<file path="src/common/scpt_pkg.sv">
// Constants and carrier types for the two-wire control port slave.
// Assumes the register file sits outside and answers within one cycle.
// Behaviour
// Bytes move most significant bit first, least significant last.
// On a withheld write acknowledge the data line stays released high.
// Missing master acknowledge in a read ends data; line released high.
// First write byte after slave address loads the 8-bit base pointer.
// First data byte goes to base; pointer then advances per byte.
// Pointer stops advancing at the top register address.
// No acknowledge for a base address above the top address.
// Master sets base pointer with a write before reading.
// Reads start at the base pointer from the latest address write.
// Pointer advances by one after each byte sent in a read.
// Stop condition, data rising while clock high, ends the transfer.
// Repeated start is accepted and restarts address decoding.
// Seven address bits plus direction; acknowledge only on own address.
// Address upper six bits 100110, lowest bit from select pin.
// Start or stop returns to idle and discards any partial byte. Start goes to S_ADDR, not idle; only stop returns to S_IDLE.
// Base pointer kept after an address-only write for later reads.
package scpt_pkg;
   localparam logic [5:0] SCPT_ADDR_HI   = 6'h26;
   localparam logic [7:0] SCPT_TOP_ADDR  = 8'h2E;
   localparam logic [7:0] SCPT_PTR_RESET = 8'h00;
   localparam logic [3:0] SCPT_ACK_BIT   = 4'h8;
   localparam logic [3:0] SCPT_CNT_RESET = 4'h0;
   // Start parks the counter one below zero, so the clock fall that
   // closes the start condition wraps it to bit 0 instead of bit 1
   localparam logic [3:0] SCPT_CNT_START = 4'hF;

   typedef struct packed {
      logic       we;
      logic [7:0] addr;
      logic [7:0] wdata;
   } scpt_wr_t;

   typedef struct packed {
      logic start;
      logic stop;
      logic rise;
      logic fall;
   } scpt_ev_t;

   function automatic logic [7:0] scpt_incr(input logic [7:0] p);
      if (p >= SCPT_TOP_ADDR)
         scpt_incr = SCPT_TOP_ADDR;
      else
         scpt_incr = p + 8'h01;
   endfunction : scpt_incr
endpackage : scpt_pkg

</file>
<file path="src/verilog/scpt_slave.sv">
// Two-wire control port slave: address match, pointer, byte transfer.
// Assumes an external register file written via wr and read via rd_addr,
// returning rd_data combinationally from rd_addr.
`timescale 1ns/1ps
`default_nettype none
module scpt_slave
(
   input  wire logic                core_clk,
   input  wire logic                reset,
   input  wire logic                scl_in,
   input  wire logic                sda_in,
   output var  logic                sda_out,
   output var  logic                sda_oe,
   input  wire logic                addr_select_pin,
   output var  scpt_pkg::scpt_wr_t  wr,
   output var  logic [7:0]          rd_addr,
   input  wire logic [7:0]          rd_data,
   output var  logic                busy
);
   import scpt_pkg::*;

   typedef enum logic [5:0]
   {
      S_IDLE  = 6'b000001,
      S_ADDR  = 6'b000010,
      S_REG   = 6'b000100,
      S_WDATA = 6'b001000,
      S_RDATA = 6'b010000,
      S_WAIT  = 6'b100000
   } scpt_state_t;

   logic        scl_s;
   logic        sda_s;
   logic        sel_s;
   scpt_ev_t    ev;
   scpt_state_t state_reg;
   logic [3:0]  cnt_reg;
   logic [7:0]  shift_reg;
   logic [7:0]  ptr_reg;
   logic [7:0]  tx_reg;
   logic        ack_reg;
   logic        mack_reg;
   logic        rd_reg;
   logic [7:0]  rx_byte;

   scpt_sync u_sync_scl
   (
      .core_clk (core_clk),
      .reset    (reset),
      .din      (scl_in),
      .dout     (scl_s)
   );

   scpt_sync u_sync_sda
   (
      .core_clk (core_clk),
      .reset    (reset),
      .din      (sda_in),
      .dout     (sda_s)
   );

   scpt_sync u_sync_sel
   (
      .core_clk (core_clk),
      .reset    (reset),
      .din      (addr_select_pin),
      .dout     (sel_s)
   );

   scpt_cond u_cond
   (
      .core_clk (core_clk),
      .reset    (reset),
      .scl_s    (scl_s),
      .sda_s    (sda_s),
      .ev       (ev)
   );

   // Byte complete once the eighth bit has been sampled
   assign rx_byte = shift_reg;

   // Bit counter: 0..7 data bits, 8 is the acknowledge slot
   always_ff @(posedge core_clk)
   begin
      if (reset || ev.stop)
         cnt_reg <= SCPT_CNT_RESET;
      else if (ev.start)
         cnt_reg <= SCPT_CNT_START;
      else if (ev.fall)
      begin
         if (cnt_reg == SCPT_ACK_BIT)
            cnt_reg <= SCPT_CNT_RESET;
         else
            cnt_reg <= cnt_reg + 4'h1;
      end
   end

   // Receive shifter, first bit lands in bit 7
   always_ff @(posedge core_clk)
   begin
      if (reset || ev.start || ev.stop)
         shift_reg <= 8'h00;
      else if (ev.rise && cnt_reg < SCPT_ACK_BIT)
         shift_reg <= {shift_reg[6:0], sda_s};
   end

   // Master acknowledge sampled in the ninth slot of a read byte
   always_ff @(posedge core_clk)
   begin
      if (reset)
         mack_reg <= 1'b0;
      else if (ev.rise && cnt_reg == SCPT_ACK_BIT)
         mack_reg <= ~sda_s;
   end

   // Control state machine
   always_ff @(posedge core_clk)
   begin
      if (reset)
      begin
         state_reg <= S_IDLE;
         ack_reg   <= 1'b0;
         rd_reg    <= 1'b0;
      end
      else if (ev.stop)
      begin
         state_reg <= S_IDLE;
         ack_reg   <= 1'b0;
      end
      else if (ev.start)
      begin
         state_reg <= S_ADDR;
         ack_reg   <= 1'b0;
      end
      else if (ev.fall && cnt_reg == 4'h7)
      begin
         // Decide the acknowledge as the ninth pulse begins
         case (state_reg)
            S_ADDR:
            begin
               ack_reg <= (rx_byte[7:1] == {SCPT_ADDR_HI, sel_s});
               rd_reg  <= rx_byte[0];
            end
            S_REG:
               ack_reg <= (rx_byte <= SCPT_TOP_ADDR);
            S_WDATA:
               ack_reg <= 1'b1;
            default:
               ack_reg <= 1'b0;
         endcase
      end
      else if (ev.fall && cnt_reg == SCPT_ACK_BIT)
      begin
         ack_reg <= 1'b0;
         case (state_reg)
            S_ADDR:
               if (!ack_reg)
                  state_reg <= S_WAIT;
               else if (rd_reg)
                  state_reg <= S_RDATA;
               else
                  state_reg <= S_REG;
            S_REG:
               state_reg <= ack_reg ? S_WDATA : S_WAIT;
            S_WDATA:
               state_reg <= S_WDATA;
            S_RDATA:
               state_reg <= mack_reg ? S_RDATA : S_WAIT;
            S_WAIT:
               state_reg <= S_WAIT;
            default:
               state_reg <= S_IDLE;
         endcase
      end
   end

   // Register pointer, held across transfers when only the address is sent
   always_ff @(posedge core_clk)
   begin
      if (reset)
         ptr_reg <= SCPT_PTR_RESET;
      else if (ev.fall && cnt_reg == 4'h7 && state_reg == S_REG
               && rx_byte <= SCPT_TOP_ADDR)
         ptr_reg <= rx_byte;
      else if (ev.fall && cnt_reg == SCPT_ACK_BIT
               && (state_reg == S_WDATA || state_reg == S_RDATA))
         ptr_reg <= scpt_incr(ptr_reg);
   end

   // Write strobe to the register file, one cycle per data byte
   always_ff @(posedge core_clk)
   begin
      if (reset)
         wr <= '0;
      else
      begin
         wr.we <= ev.fall && cnt_reg == 4'h7 && state_reg == S_WDATA;
         if (ev.fall && cnt_reg == 4'h7)
         begin
            wr.addr  <= ptr_reg;
            wr.wdata <= rx_byte;
         end
      end
   end

   // Transmit shifter, loaded when a read byte begins
   always_ff @(posedge core_clk)
   begin
      if (reset)
         tx_reg <= 8'hFF;
      else if (ev.fall && cnt_reg == SCPT_ACK_BIT)
         tx_reg <= rd_data;
      else if (ev.fall && cnt_reg < 4'h7)
         tx_reg <= {tx_reg[6:0], 1'b1};
   end

   always_ff @(posedge core_clk)
   begin
      if (reset)
         rd_addr <= SCPT_PTR_RESET;
      else
         rd_addr <= (state_reg == S_RDATA && cnt_reg == SCPT_ACK_BIT)
                    ? scpt_incr(ptr_reg) : ptr_reg;
   end

   // Pin drive: open drain, only ever pulls low.
   // The first read byte loads from ptr_reg at the address ack slot.
   always_ff @(posedge core_clk)
   begin
      if (reset)
      begin
         sda_out <= 1'b0;
         sda_oe  <= 1'b0;
      end
      else
      begin
         sda_out <= 1'b0;
         if (ev.start || ev.stop)
            sda_oe <= 1'b0;
         else if (ev.fall)
         begin
            if (cnt_reg == 4'h7)
               sda_oe <= (state_reg != S_RDATA) && (state_reg != S_WAIT)
                         && (state_reg != S_IDLE)
                         && ((state_reg == S_ADDR)
                             ? (rx_byte[7:1] == {SCPT_ADDR_HI, sel_s})
                             : (state_reg == S_REG)
                               ? (rx_byte <= SCPT_TOP_ADDR) : 1'b1);
            else if (cnt_reg == SCPT_ACK_BIT)
               sda_oe <= (state_reg == S_ADDR && ack_reg && rd_reg)
                         ? ~rd_data[7]
                         : (state_reg == S_RDATA && mack_reg)
                           ? ~rd_data[7] : 1'b0;
            else if (state_reg == S_RDATA)
               sda_oe <= ~tx_reg[6];
            else
               sda_oe <= 1'b0;
         end
      end
   end

   always_ff @(posedge core_clk)
   begin
      if (reset)
         busy <= 1'b0;
      else
         busy <= (state_reg != S_IDLE);
   end
endmodule : scpt_slave
`default_nettype wire

</file>
<file path="src/verilog/scpt_sync.sv">
// Two-flop synchroniser for one asynchronous pin level.
// Assumes the pin is quasi-static relative to core_clk.
`timescale 1ns/1ps
`default_nettype none
module scpt_sync
(
   input  wire logic core_clk,
   input  wire logic reset,
   input  wire logic din,
   output var  logic dout
);
   import scpt_pkg::*;
   logic meta_reg;

   always_ff @(posedge core_clk)
   begin
      if (reset)
      begin
         meta_reg <= 1'b1;
         dout     <= 1'b1;
      end
      else
      begin
         meta_reg <= din;
         dout     <= meta_reg;
      end
   end
endmodule : scpt_sync
`default_nettype wire

</file>
<file path="src/verilog/scpt_cond.sv">
// Bus event detector: clock edges and start/stop conditions.
// Assumes both inputs are already synchronised to core_clk.
`timescale 1ns/1ps
`default_nettype none
module scpt_cond
(
   input  wire logic               core_clk,
   input  wire logic               reset,
   input  wire logic               scl_s,
   input  wire logic               sda_s,
   output var  scpt_pkg::scpt_ev_t ev
);
   import scpt_pkg::*;
   logic scl_d_reg;
   logic sda_d_reg;

   always_ff @(posedge core_clk)
   begin
      if (reset)
      begin
         scl_d_reg <= 1'b1;
         sda_d_reg <= 1'b1;
         ev        <= '0;
      end
      else
      begin
         scl_d_reg <= scl_s;
         sda_d_reg <= sda_s;
         ev.rise   <= scl_s & ~scl_d_reg;
         ev.fall   <= ~scl_s & scl_d_reg;
         ev.start  <= scl_s & scl_d_reg & sda_d_reg & ~sda_s;
         ev.stop   <= scl_s & scl_d_reg & ~sda_d_reg & sda_s;
      end
   end
endmodule : scpt_cond
`default_nettype wire

</file>
<file path="config.mk">
export PLATFORM = sky130hd
export DESIGN_NAME = scpt_slave
export DESIGN_NICKNAME = d
export VERILOG_FILES = /design/src/common/scpt_pkg.sv /design/src/verilog/scpt_slave.sv /design/src/verilog/scpt_sync.sv /design/src/verilog/scpt_cond.sv
export SDC_FILE = /design/constraint.sdc
export NUM_CORES = 1
export LEC_CHECK = 0
export ABC_AREA = 1
export ABC_CLOCK_PERIOD_IN_PS = 2000
export BUFFER_PORTS_ARGS = -buffer_cell sky130_fd_sc_hd__buf_4
export CAP_MARGIN = 20
export CORE_MARGIN = 2
export CORE_UTILIZATION = 45
export DETAILED_ROUTE_END_ITERATION = 10
export GPL_TIMING_DRIVEN = 1
export PLACE_DENSITY_LB_ADDON = 0.15
export REMOVE_ABC_BUFFERS = 1
export SLEW_MARGIN = 20
export SYNTH_ARGS = -nofsm -noshare
export SYNTH_HDL_FRONTEND = slang
export SYNTH_HIERARCHICAL = 1
export SYNTH_SLANG_ARGS = --single-unit
</file>
<file path="constraint.sdc">
create_clock -name core_clk -period 2 [get_ports core_clk]
set_clock_uncertainty 0.05 [all_clocks]
set_input_delay 0.4 -clock core_clk [delete_from_list [all_inputs] [get_ports core_clk]]
set_output_delay 0.4 -clock core_clk [all_outputs]
set_load 0.03 [all_outputs]
</file>
# Yosys cells after proc, flatten, opt, wreduce, memory -nomap -nowiden
# Index checks and enable logic that the tools add are counted.
[totals] reg_bits=75 latch_bits=0 ram_bits=0 mem_bits_ro=0 in_bits=13 output_inout_bits=28 word_cells=120 memories=0
[classes] add_sub_neg=2 n_mul=0 n_div=0 n_lt_le_gt_ge=4 eq_ne=12 shifts=0 n_mux=27 bitwise_logic=16 reduce_logical=32
[op_table] cell="$mux 8" n=4
[op_table] cell="$pmux 6 s5" n=1
[op_table] cell="$mux 6" n=3
[op_table] cell="$logic_and 1x1->1" n=16
[op_table] cell="$mux 7" n=2
[op_table] cell="$mux 4" n=3
[op_table] cell="$reduce_bool 2->1" n=5
[op_table] cell="$mux 1" n=9
[op_table] cell="$not 1->1" n=9
[op_table] cell="$add 8x1->8 const B" n=1
[op_table] cell="$ge 8x6->1 const B" n=1
[op_table] cell="$le 8x6->1 const B" n=1
[op_table] cell="$and 1x1->1" n=7
[op_table] cell="$eq 7x7->1" n=1
[op_table] cell="$eq 6x2->1 const B" n=1
[op_table] cell="$eq 6x3->1 const B" n=1
[op_table] cell="$eq 6x4->1 const B" n=1
[op_table] cell="$eq 6x5->1 const B" n=1
[op_table] cell="$eq 6x6->1 const B" n=1
[op_table] cell="$mux 2" n=3
[op_table] cell="$ne 6x1->1 const B" n=1
[op_table] cell="$ne 6x5->1 const B" n=1
[op_table] cell="$ne 6x6->1 const B" n=1
[op_table] cell="$logic_or 1x1->1" n=5
[op_table] cell="12 further kinds" n=14

# Longest topological paths before layout
# Gate-level depths: netlist of run 1.
[depth] depth_word=6 ltp_mapped=13 depth_no_buf=13

# By module
# The synthesis of run 1 kept the hierarchy.
[by_module_without_submodules] mod="scpt_slave" instances=1 cells_per_inst=411 area_per_inst_um2=3009.1 seq_area_each_um2=1261.2
[by_module_without_submodules] mod="scpt_cond" instances=1 cells_per_inst=21 area_per_inst_um2=185.2 seq_area_each_um2=120.1
[by_module_without_submodules] mod="scpt_sync" instances=3 cells_per_inst=7 area_per_inst_um2=58.8 seq_area_each_um2=40.0

# Least setup slack after synthesis of run 1
# No wires, ideal clock.
[synth_path] path_type="register to register" start="reg cnt_reg[0]" end="reg wr[10] (netlist bit)" setup_time_ns=0.128 arrival_time_ns=1.290 t_required_ns=1.822 setup_slack_ns=0.532 stages_incl_launch_ff=8 n_path_buf=1 synth_period_minus_slack_ns=1.468 path_cell_list="dfxtp_1 -> ha_1 -> nand2_2 -> nor2_4 -> nand2_2 -> clkinv_4 -> clkbuf_1 -> a21oi_1"
[synth_via] elab_chain_len=2
[synth_rtl] item="start: declaration" line="scpt_slave.sv:37" rtl="logic [3:0] cnt_reg;"
[synth_rtl] item="start signal: assignment" line="scpt_slave.sv:94" rtl="cnt_reg <= cnt_reg + 4'h1;"
[synth_rtl] item="$eq 4x3->1" line="scpt_slave.sv:198" rtl="if (ev.fall && cnt_reg == 4'h7)"
[synth_rtl] item="$logic_and 1x1->1" line="scpt_slave.sv:198"
[synth_rtl] item="end: declaration" line="scpt_slave.sv:15" rtl="output var scpt_pkg::scpt_wr_t wr,"
# No other way between the ends.
# A chain may end at the register's enable or synchronous reset.

# Worst setup path after layout of run 1
[layout_path] start="reg cnt_reg[0]" end="reg ptr_reg[2]"
[layout_via] elab_chain_len=5 word_cells_on_any_way=9 classes_between="eq/ne (2); mux (1); reduce/logical (6)"
[layout_rtl] item="$eq 4x3->1" line="scpt_slave.sv:182" rtl="else if (ev.fall && cnt_reg == 4'h7 && state_reg == S_REG"
[layout_rtl] item="$logic_and 1x1->1 (2 in a row)" line="scpt_slave.sv:182"
[layout_rtl] item="$logic_and 1x1->1" line="scpt_slave.sv:183" rtl="&& rx_byte <= SCPT_TOP_ADDR)"
[layout_rtl] item="$mux 8 or $reduce_bool 2->1 (tied branches)"
[layout_rtl] item="end signal: assignment" line="scpt_slave.sv:184" rtl="ptr_reg <= rx_byte;"
[layout_rtl] item="end signal: assignment" line="scpt_slave.sv:187" rtl="ptr_reg <= scpt_incr(ptr_reg);"
[layout_rtl] item="end: declaration" line="scpt_slave.sv:39" rtl="logic [7:0] ptr_reg;"
# Parallel ways exist; a longest one is shown, timed or not.

==> impl_results.md, run 1 <==
- PwrDens: around 750 nW/um^2
- P&R area growth vs syn: 18.7%
- Status: finished, final reports clean
- Hold-fix buffers, CTS: 0
- HPWL after DPL: around 5500 um
- Post-synth top area share: between 40 and 50%
- Synth unique cells: 36
- Drt drc: 0
- Post-synth top flop: dfxtp_1
- Wire per inst: 12.5 um
- Max IR drop VDD: approximately 500 uV
- FF-to-FF path depth: 9
- CTS tree: built
- DR vias/cell: 4.89
- First-pass GRT wire length: about 13000 um
- Drt pass-1 iters: 4
- Worst path top cell family by delay: simple AND/OR/NAND/NOR gates
- Global placer's final weighted congestion: 0.881
- Slowest stage delay, CP: 0.38 ns
- H-tree levels: 3
- CTS Buf Count: 9
- CP required: 2.23 ns
- Share of cells above drive strength 1: 18.5%
- Synthesis Warnings: 6
- # Post-CTS Setup Buffers: 0
- Lkg Pwr: 1.85 nW
- GR Util All Layers: 19.4%
- Vias: roughly 2900
- Min cycle time layout: ~1.7 ns
- Starting Density: 46.5%
- Iter 0 DRT Violations: 210
- Critical path type: reg -> reg
- Routed wl met3: 413 um
- Synth top area cells: dfxtp_1, nand2_1, inv_1
- Max-cap violations: 0
- CP dominant cell by count: nand2_2
- Top-Level Pins: 41
- Metal-1 WL: 3750 um
- Core Region: 7250 um^2
- Flops & latches, synth: 75
- Vias in the first global route: 2664
- CTS Sinks: 75
- Worst-case clock buffer depth: 2
- Max FFs per register: 17
- Levels on crit path: 9
- Worst hold path type: in -> reg
- Peak Freq: approximately 580 MHz
- Top Layer Used: met4
- Die X: 90.5 um
- Antenna viol nets, final: 0
- Largest net degree at the start of global routing: 26
- Final Hold Viols: 0
- Clock Tree Root: clkbuf_8
- Synth top cells by count: nand2_1, dfxtp_1, inv_1
- Slew Limit Fails: 0
- Post-synth EDFFs: 0
- I/O Buffers: 39
- Most frequent cell after synthesis: nand2_1
- Critical Path End Type: flop
- Die Span Y: 90.5 um
- Row cnt: 31
- ANT cells: 0
- CP max stage cell: dfxtp_1
- Hold depth: 3
- Fin nets: slightly above 500
- Finished layout cell area: 4000 um^2
- Area after DPL: ~3800 um^2
- Unrepaired setup endpoints after global routing: false
- Wirelength, routed: 7490 um
- Setup TNS: 0 ns
- Clk_lat worst skew: 0.35 ns
- Initial antenna violation count: 0
- Buf/Inv on CP: 1
- Crit path max fanout: 25
- Register area share after synthesis: 44.5%
- Fill cell total of the finished layout: approximately 710
- Largest reg by FF count: wr
- Clock transition at the registers of the reported paths: 0.08 ns
- Post-CTS resize count: 0
- Post-synthesis cell count: 453
- Die ar.: 8200 um^2
- CP arrival: roughly 2.0 ns
- Tcrit/Tclk final: 86.8%
- Mapped Avg Cell Area: ~7.4 um^2
- Area leader, netlist: dfxtp_1
- CP Launch Type: flop
- Crit-path cells: ha_1 -> nand2_2 -> nor2_4 -> nand2_2 -> clkinv_4 -> nand4_4 -> nand2_2 -> nor2_1 -> nor3_2
- GRT overflow: 0
- Synthesized cell area: 3370 um^2
- Asr flop ratio synth: 0%
- Final setup viols: 0
- DR WL met2: around 3300 um
layout make-up:
| type | count | area [um^2] | area share [%] |
|---|---|---|---|
| tap | 99 | 124 | 3.09 |
| multi-input combinational | 298 | 1540 | 38.4 |
| clock inverter | 5 | 83.8 | 2.09 |
| sequential | 75 | 1500 | 37.5 |
| timing repair buffer | 46 | 345 | 8.63 |
| clock buffer | 11 | 151 | 3.78 |
| inverter | 67 | 260 | 6.50 |
power breakdown:
part	switching (mW)	internal, mW	total [mW]
clock network	0.568	0.775	1.34
logic	0.0842	0.0518	0.136
registers	0.0175	1.51	1.53
cells by family after synthesis:
family	synth area share, %
fa+ha+maj	1.48
simple gates	28.3
xor+xnor	0.520
flops	44.5
buf+inv	9.87
compound gates	15.1
other cells	0.111
placed cells by master, fill, tap and decap left out, types with 5 or more instances in the layout:
master,synthesis,layout
nand3_1,33,33
a211oi_1,9,9
o21ai_0,28,28
nand2_1,83,83
buf_4,3,46
nor2_1,42,42
nor3_1,7,7
clkbuf_8,0,11
inv_1,59,59
nand4_1,12,12
dfxtp_1,75,75
inv_2,5,5
nand2_2,5,5
a21oi_1,43,43
final timing paths:
path / from / to / slack, ns
min reg2reg: u_sync_sel/meta_reg / u_sync_sel/dout / 0.36
max: cnt_reg[0] / ptr_reg[2] / 0.26
max reg2reg: cnt_reg[0] / ptr_reg[2] / 0.26
min: addr_select_pin / u_sync_sel/meta_reg / 0.17
metal layers:
| metal | global-route usage, % | vias to the layer above |
|---|---|---|
| li1 | - | 1564 |
| met1 | 27.1 | 1294 |
| met2 | 29.4 | 74 |
| met3 | 4.67 | 4 |
| met4 | 6.28 | 0 |
| met5 | 0 | - |
per-stage QoR:
step	utilization, %	power (mW)	std cells	hold slack, ns	setup WS, ns
CTS	55.2	3.04	601	0.161	0.244
finish	55.2	3.01	601	0.175	0.265
global placement	51.9	1.70	585	0.333	0.345
detailed placement	51.9	1.70	585	0.344	0.259
floorplan	-	1.64	440	0.330	0.442
global route	55.2	3.14	601	0.160	0.108
worst min-delay path, cell delays in order:
cell and delay [ns]:
buf_4 0.07, inv_1 0.03, nand2_1 0.04
Power figures use the tool's default switching activity.
==> inputs of run 2 (changes only) <==
--- a/config.mk
+++ b/config.mk
@@ -10,7 +10,7 @@
 export BUFFER_PORTS_ARGS = -buffer_cell sky130_fd_sc_hd__buf_4
 export CAP_MARGIN = 20
 export CORE_MARGIN = 2
-export CORE_UTILIZATION = 45
+export CORE_UTILIZATION = 57
 export DETAILED_ROUTE_END_ITERATION = 10
 export GPL_TIMING_DRIVEN = 1
 export PLACE_DENSITY_LB_ADDON = 0.15
==> run 2 against run 1 <==
Against the previous run:
- core utilization grew 12 points
- design area shrank 2.5%
- maximum frequency increased by 0.95%
- first-iteration DRC count is 15% lower
- register-to-register slack improved by 0.02 ns
- sequential share of layout area up 0.96 points
- die area shrank 20%
- largest cell class unchanged
- critical path depth decreased by 1
- highest routed layer unchanged
==> impl_results.md, run 2 (synthesis gave the netlist of run 1 again) <==
- Status: finished, final reports clean
- Crit-path cells: ha_1 -> nand2_2 -> nor2_4 -> nand2_2 -> clkinv_4 -> buf_4 -> o21ai_0 -> a21oi_1
- Slew Limit Fails: 0
- Critical path type: reg -> reg
- Clk_lat worst skew: 0.34 ns
- Worst-case clock buffer depth: 2
- DR vias/cell: 5.16
- Unrepaired setup endpoints after global routing: false
- Crit path max fanout: 24
- Slack of the critical path: about 0.28 ns
- Worst r2r src: cnt_reg[0]
- Core Region: just under 6000 um^2
- Setup WS pre-CTS: 0.293 ns
- Slew margin rel.: 56.3%
- Top-Level Pins: 41
- Wire per inst: 12.5 um
- Min-Delay Endpoint: u_sync_sel/meta_reg
- I/O Buffers: 39
- Initial antenna violation count: 0
- Max FFs per register: 17
- Die X: 80.9 um
- CP max stage cell: dfxtp_1
- Met1 usage: 32.4%
- Reg2Reg Capture Point: wr[12]
- Hold depth: 3
- ANT cells: 0
- First-pass GRT wire length: between 10000 and 15000 um
- Fin nets: 513
- Tcrit/Tclk final: 86.0%
- CP required: between 2 and 2.5 ns
- Clock transition at the registers of the reported paths: around 0.080 ns
- Final Hold Viols: 0
- PwrDens: 691 nW/um^2
- Max IR drop VDD: 484 uV
- Worst hold path type: in -> reg
- Largest reg by FF count: wr
- Row cnt: 28
- HPWL after DPL: 5270 um
- Die Span Y: approximately 80 um
- Commonest non-fill, non-tap cell in the layout: nand2_1
- Final setup viols: 0
- Post-CTS resize count: 0
- Critical Path End Type: flop
- GRT met3 Usage: between 4 and 5%
- CP Launch Type: flop
- Hold-fix buffers, CTS: 0
- Starting Density: 58.0%
- R2R Setup Slk: 0.28 ns
- Largest net degree at the start of global routing: 25
- Setup TNS: 0 ns
- Die ar.: 6540 um^2
- FF+latch area: 1500 um^2
- Max-cap violations: 0
- CP dominant cell by count: nand2_2
- Global placer's final weighted congestion: 0.863
- Share of cells above drive strength 1: ~18%
- CTS tree: built
- Lkg Pwr: 1.83 nW
- GRT overflow: 0
- Vias in the first global route: 2768
- Slowest stage delay, CP: 0.34 ns
- P&R area growth vs syn: 15.8%
- Area of the multi-input gates: 1540 um^2
- Wirelength, routed: 7190 um
- Hold Path Origin: addr_select_pin
- Fill cell total of the finished layout: 516
- # Post-CTS Setup Buffers: 0
- CP arrival: around 1.9 ns
- Drt pass-1 iters: 4
- Hold Slack: 0.183 ns
- Iter 0 DRT Violations: 178
- H-tree levels: 3
- Drt drc: 0
- Peak Freq: around 580 MHz
- GR peak layer: met2
- Most frequent cells in the layout: nand2_1, dfxtp_1, inv_1, buf_4, a21oi_1
- GR Util All Layers: 24.2%
- Grt met2 use: between 30% and 40%
- CTS Buf Count: 9
- Antenna viol nets, final: 0
- Worst-margin pin slew: 0.655 ns
- Vias: 2970
- FF-to-FF path depth: 8
- Min cycle time layout: 1.72 ns
- CTS Sinks: 75
- Clock Tree Root: clkbuf_8
==> run 2: changes by cell type in the layout (fill, tap and decap cells not counted), sizes merged <==
cell      previous run  this run
clkinv               2         4
bufinv               2         0
clkbuf              11        14
buf                 46        45
inv                 66        65
clkinvlp             2         0
==> run 2: worst max path at each step <==
stage                     cells past startpoint    endpoint        from  slack [ns]
after floorplan                               9  ptr_reg[2]  cnt_reg[0]        0.44
after global placement                        9  ptr_reg[1]  cnt_reg[0]        0.36
after detailed placement                      8      wr[12]  cnt_reg[0]        0.29
after CTS                                     8      wr[12]  cnt_reg[0]        0.27
after global routing                          8  ptr_reg[3]  cnt_reg[0]         0.1
final                                         8      wr[12]  cnt_reg[0]        0.28
==> run 2: final cells by class <==
cell class / count / share of cell area, %
Tap cell: 75 / 2.40
Multi-Input combinational cell: 298 / 39.4
Timing Repair Buffer: 45 / 8.66
Clock buffer: 14 / 4.17
Clock inverter: 2 / 0.256
Sequential cell: 75 / 38.5
Inverter: 67 / 6.67
==> run 2: report_power, final <==
part,internal (mW),switching (mW)
clock,0.516,0.518
sequential,1.51,0.0171
combinational,0.0492,0.0816
total,2.08,0.617
==> run 2: through the flow <==
stage	total power, mW	cell area, um^2	std cells	utilization (%)
finish	2.70	3900	576	67.1
global route	2.81	3900	576	67.1
CTS	2.73	3900	576	67.1
detailed placement	1.70	3730	560	64.1
global placement	1.69	3730	560	64.1
floorplan	1.64	3300	440	-
==> run 2: per-layer routing <==
metal / vias to the layer above / routed length [um]
met5: - / 0
met4: 0 / 119
met3: 12 / 294
met2: 72 / 3320
met1: 1323 / 3450
li1: 1563 / -
==> run 2: critical path: cells and delay by family, from the launching register on <==
family,cells,cell delay [ns]
fa+ha+maj,1,0.23
simple gates,3,0.35
compound gates,2,0.24
buf+inv,2,0.41
flops,1,0.34
==> inputs of run 3 (changes only) <==
--- a/config.mk
+++ b/config.mk
@@ -7,7 +7,7 @@
 export LEC_CHECK = 0
 export ABC_AREA = 1
 export ABC_CLOCK_PERIOD_IN_PS = 2000
-export BUFFER_PORTS_ARGS = -buffer_cell sky130_fd_sc_hd__buf_4
+export BUFFER_PORTS_ARGS = -buffer_cell sky130_fd_sc_hd__clkbuf_2
 export CAP_MARGIN = 20
 export CORE_MARGIN = 2
 export CORE_UTILIZATION = 57
==> run 3 against run 2 <==
Against the previous run:
- sequential power about the same
- critical path type unchanged
- sequential cell count unchanged
- hold slack got worse by 0.017 ns
==> impl_results.md, run 3 (synthesis gave the netlist of run 1 again) <==
- CP arrival: approximately 2 ns
- Die X: roughly 80 um
- Setup TNS: 0 ns
- R2R Setup Slk: 0.28 ns
- Area after DPL: 3640 um^2
- Die ar.: approximately 6500 um^2
- Fin nets: between 500 and 600
- Wirelength, routed: 7610 um
- Commonest non-fill, non-tap cell in the layout: nand2_1
- GRT overflow: 0
- Min cycle time layout: 1.72 ns
- Iter 0 DRT Violations: approximately 140
- CTS tree: built
- Non-filler cells, final: 575
- Status: finished, final reports clean
- Setup WS pre-CTS: about 0.3 ns
- H-tree levels: 3
- Vias in the first global route: 2691
- P&R area growth vs syn: 15.0%
- Lkg Pwr: 1.83 nW
- DR vias/cell: 5.32
- Global placer's final weighted congestion: roughly 0.87
- I/O Buffers: 39
- Hold-fix buffers, CTS: 0
- HPWL after DPL: 5460 um
- Top-Level Pins: 41
- Largest net degree at the start of global routing: 25
- Switch Pwr: between 0.6 and 0.7 mW
- Worst hold path type: in -> reg
- Max FFs per register: 17
- Unrepaired setup endpoints after global routing: false
- Post-CTS resize count: 0
- Drt drc: 0
- CTS Sinks: 75
- Starting Density: 58.0%
- First-pass GRT wire length: 12400 um
- Slack of the critical path: 0.276 ns
- Clock share of power: a little under half
- GR Util All Layers: around a quarter
- Wire per inst: 13.2 um
- Peak Freq: 580 MHz
- Comb pwr share: 4.2%
- Crit path max fanout: 24
- # Post-CTS Setup Buffers: 0
- Vias: 3057
- Min-Delay Endpoint: u_sync_sel/meta_reg
- Initial antenna violation count: 0
- Worst-margin pin slew: roughly 0.52 ns
- Share of cells above drive strength 1: between 10% and 20%
- Row cnt: 28
- FF-to-FF path depth: 9
- Critical Path End Type: flop
- CP Launch Type: flop
- CTS Buf Count: 9
- Placed cell count: 559
- Pint: 2.38 mW
- Clk_lat worst skew: around 0.36 ns
- Final Hold Viols: 0
- Slew margin rel.: 65.1%
- Reg2Reg Capture Point: ptr_reg[4]
- Drt pass-1 iters: 5
- Most frequent cells in the layout: nand2_1, dfxtp_1, inv_1, a21oi_1, nor2_1
- CP required: 2.25 ns
- Clock Tree Root: clkbuf_8
- ANT cells: 0
- Switching part of the total: 22.3%
- Finished Core Util: 66.7%
- Die Span Y: between 80 and 90 um
- Largest reg by FF count: wr
- Critical path type: reg -> reg
- Max IR drop VDD: 643 uV
- Antenna viol nets, final: 0
- Hold depth: 3
- Core Region: 5820 um^2
- Sequential power share: 49.9%
- Finished layout cell area: between 3000 and 4000 um^2
- Slew Limit Fails: 0
- PwrDens: between 700 and 800 nW/um^2
- Worst-case clock buffer depth: 2
- Max-cap violations: 0
- Hold Path Origin: addr_select_pin
- Final setup viols: 0
- Tcrit/Tclk final: 86.2%
- Worst r2r src: cnt_reg[0]
- Clock transition at the registers of the reported paths: about 0.08 ns
[run 3: how the worst max path moves through the flow]
| stage | slack, ns | to | start |
|---|---|---|---|
| 2_1_floorplan | 0.44 | ptr_reg[2] | cnt_reg[0] |
| 3_3_place_gp | 0.35 | ptr_reg[4] | cnt_reg[0] |
| 3_5_place_dp | 0.29 | ptr_reg[4] | cnt_reg[0] |
| 4_1_cts | 0.27 | ptr_reg[4] | cnt_reg[0] |
| 5_1_grt | 0.11 | ptr_reg[3] | cnt_reg[0] |
| 6_report | 0.28 | ptr_reg[4] | cnt_reg[0] |
[run 3: routing by layer]
metal / vias to the layer above / track usage [%] / wire, um
met4: 0 / 10.5 / 169
met5: - / 0 / 0
met3: 16 / 5.22 / 395
met1: 1389 / 33.1 / 3620
met2: 86 / 38.7 / 3420
li1: 1566 / - / -
[run 3: per-stage QoR]
stage | power [mW] | hold WS [ns]
final | 3.07 | 0.166
after global routing | 3.16 | 0.173
after CTS | 3.07 | 0.171
after detailed placement | 1.69 | 0.343
after global placement | 1.69 | 0.334
after floorplan | 1.64 | 0.330
[run 3: power by group through the flow]
| stage | clock network [mW] | logic (mW) | registers [mW] |
|---|---|---|---|
| floorplan | 0 | 0.0736 | 1.57 |
| global placement | 0 | 0.125 | 1.57 |
| detailed placement | 0 | 0.127 | 1.57 |
| CTS | 1.41 | 0.128 | 1.53 |
| global route | 1.48 | 0.143 | 1.53 |
| finish | 1.41 | 0.128 | 1.53 |
[run 3: critical path: stages (launching register included)]
cell and delay [ns]:
dfxtp_1 0.38, ha_1 0.20, nand2_2 0.13, nor2_4 0.15
nand2_2 0.12, clkinv_4 0.17, nand4_4 0.17, nand2_1 0.11
nand2_1 0.08, a21oi_2 0.11
[run 3: area by class of cell]
class,instances,area (um^2)
Fill cell,527,1940
Multi-Input combinational cell,298,1540
Sequential cell,75,1500
Inverter,67,260
Timing Repair Buffer,44,245
Clock buffer,9,124
Clock inverter,7,116
Tap cell,75,93.8
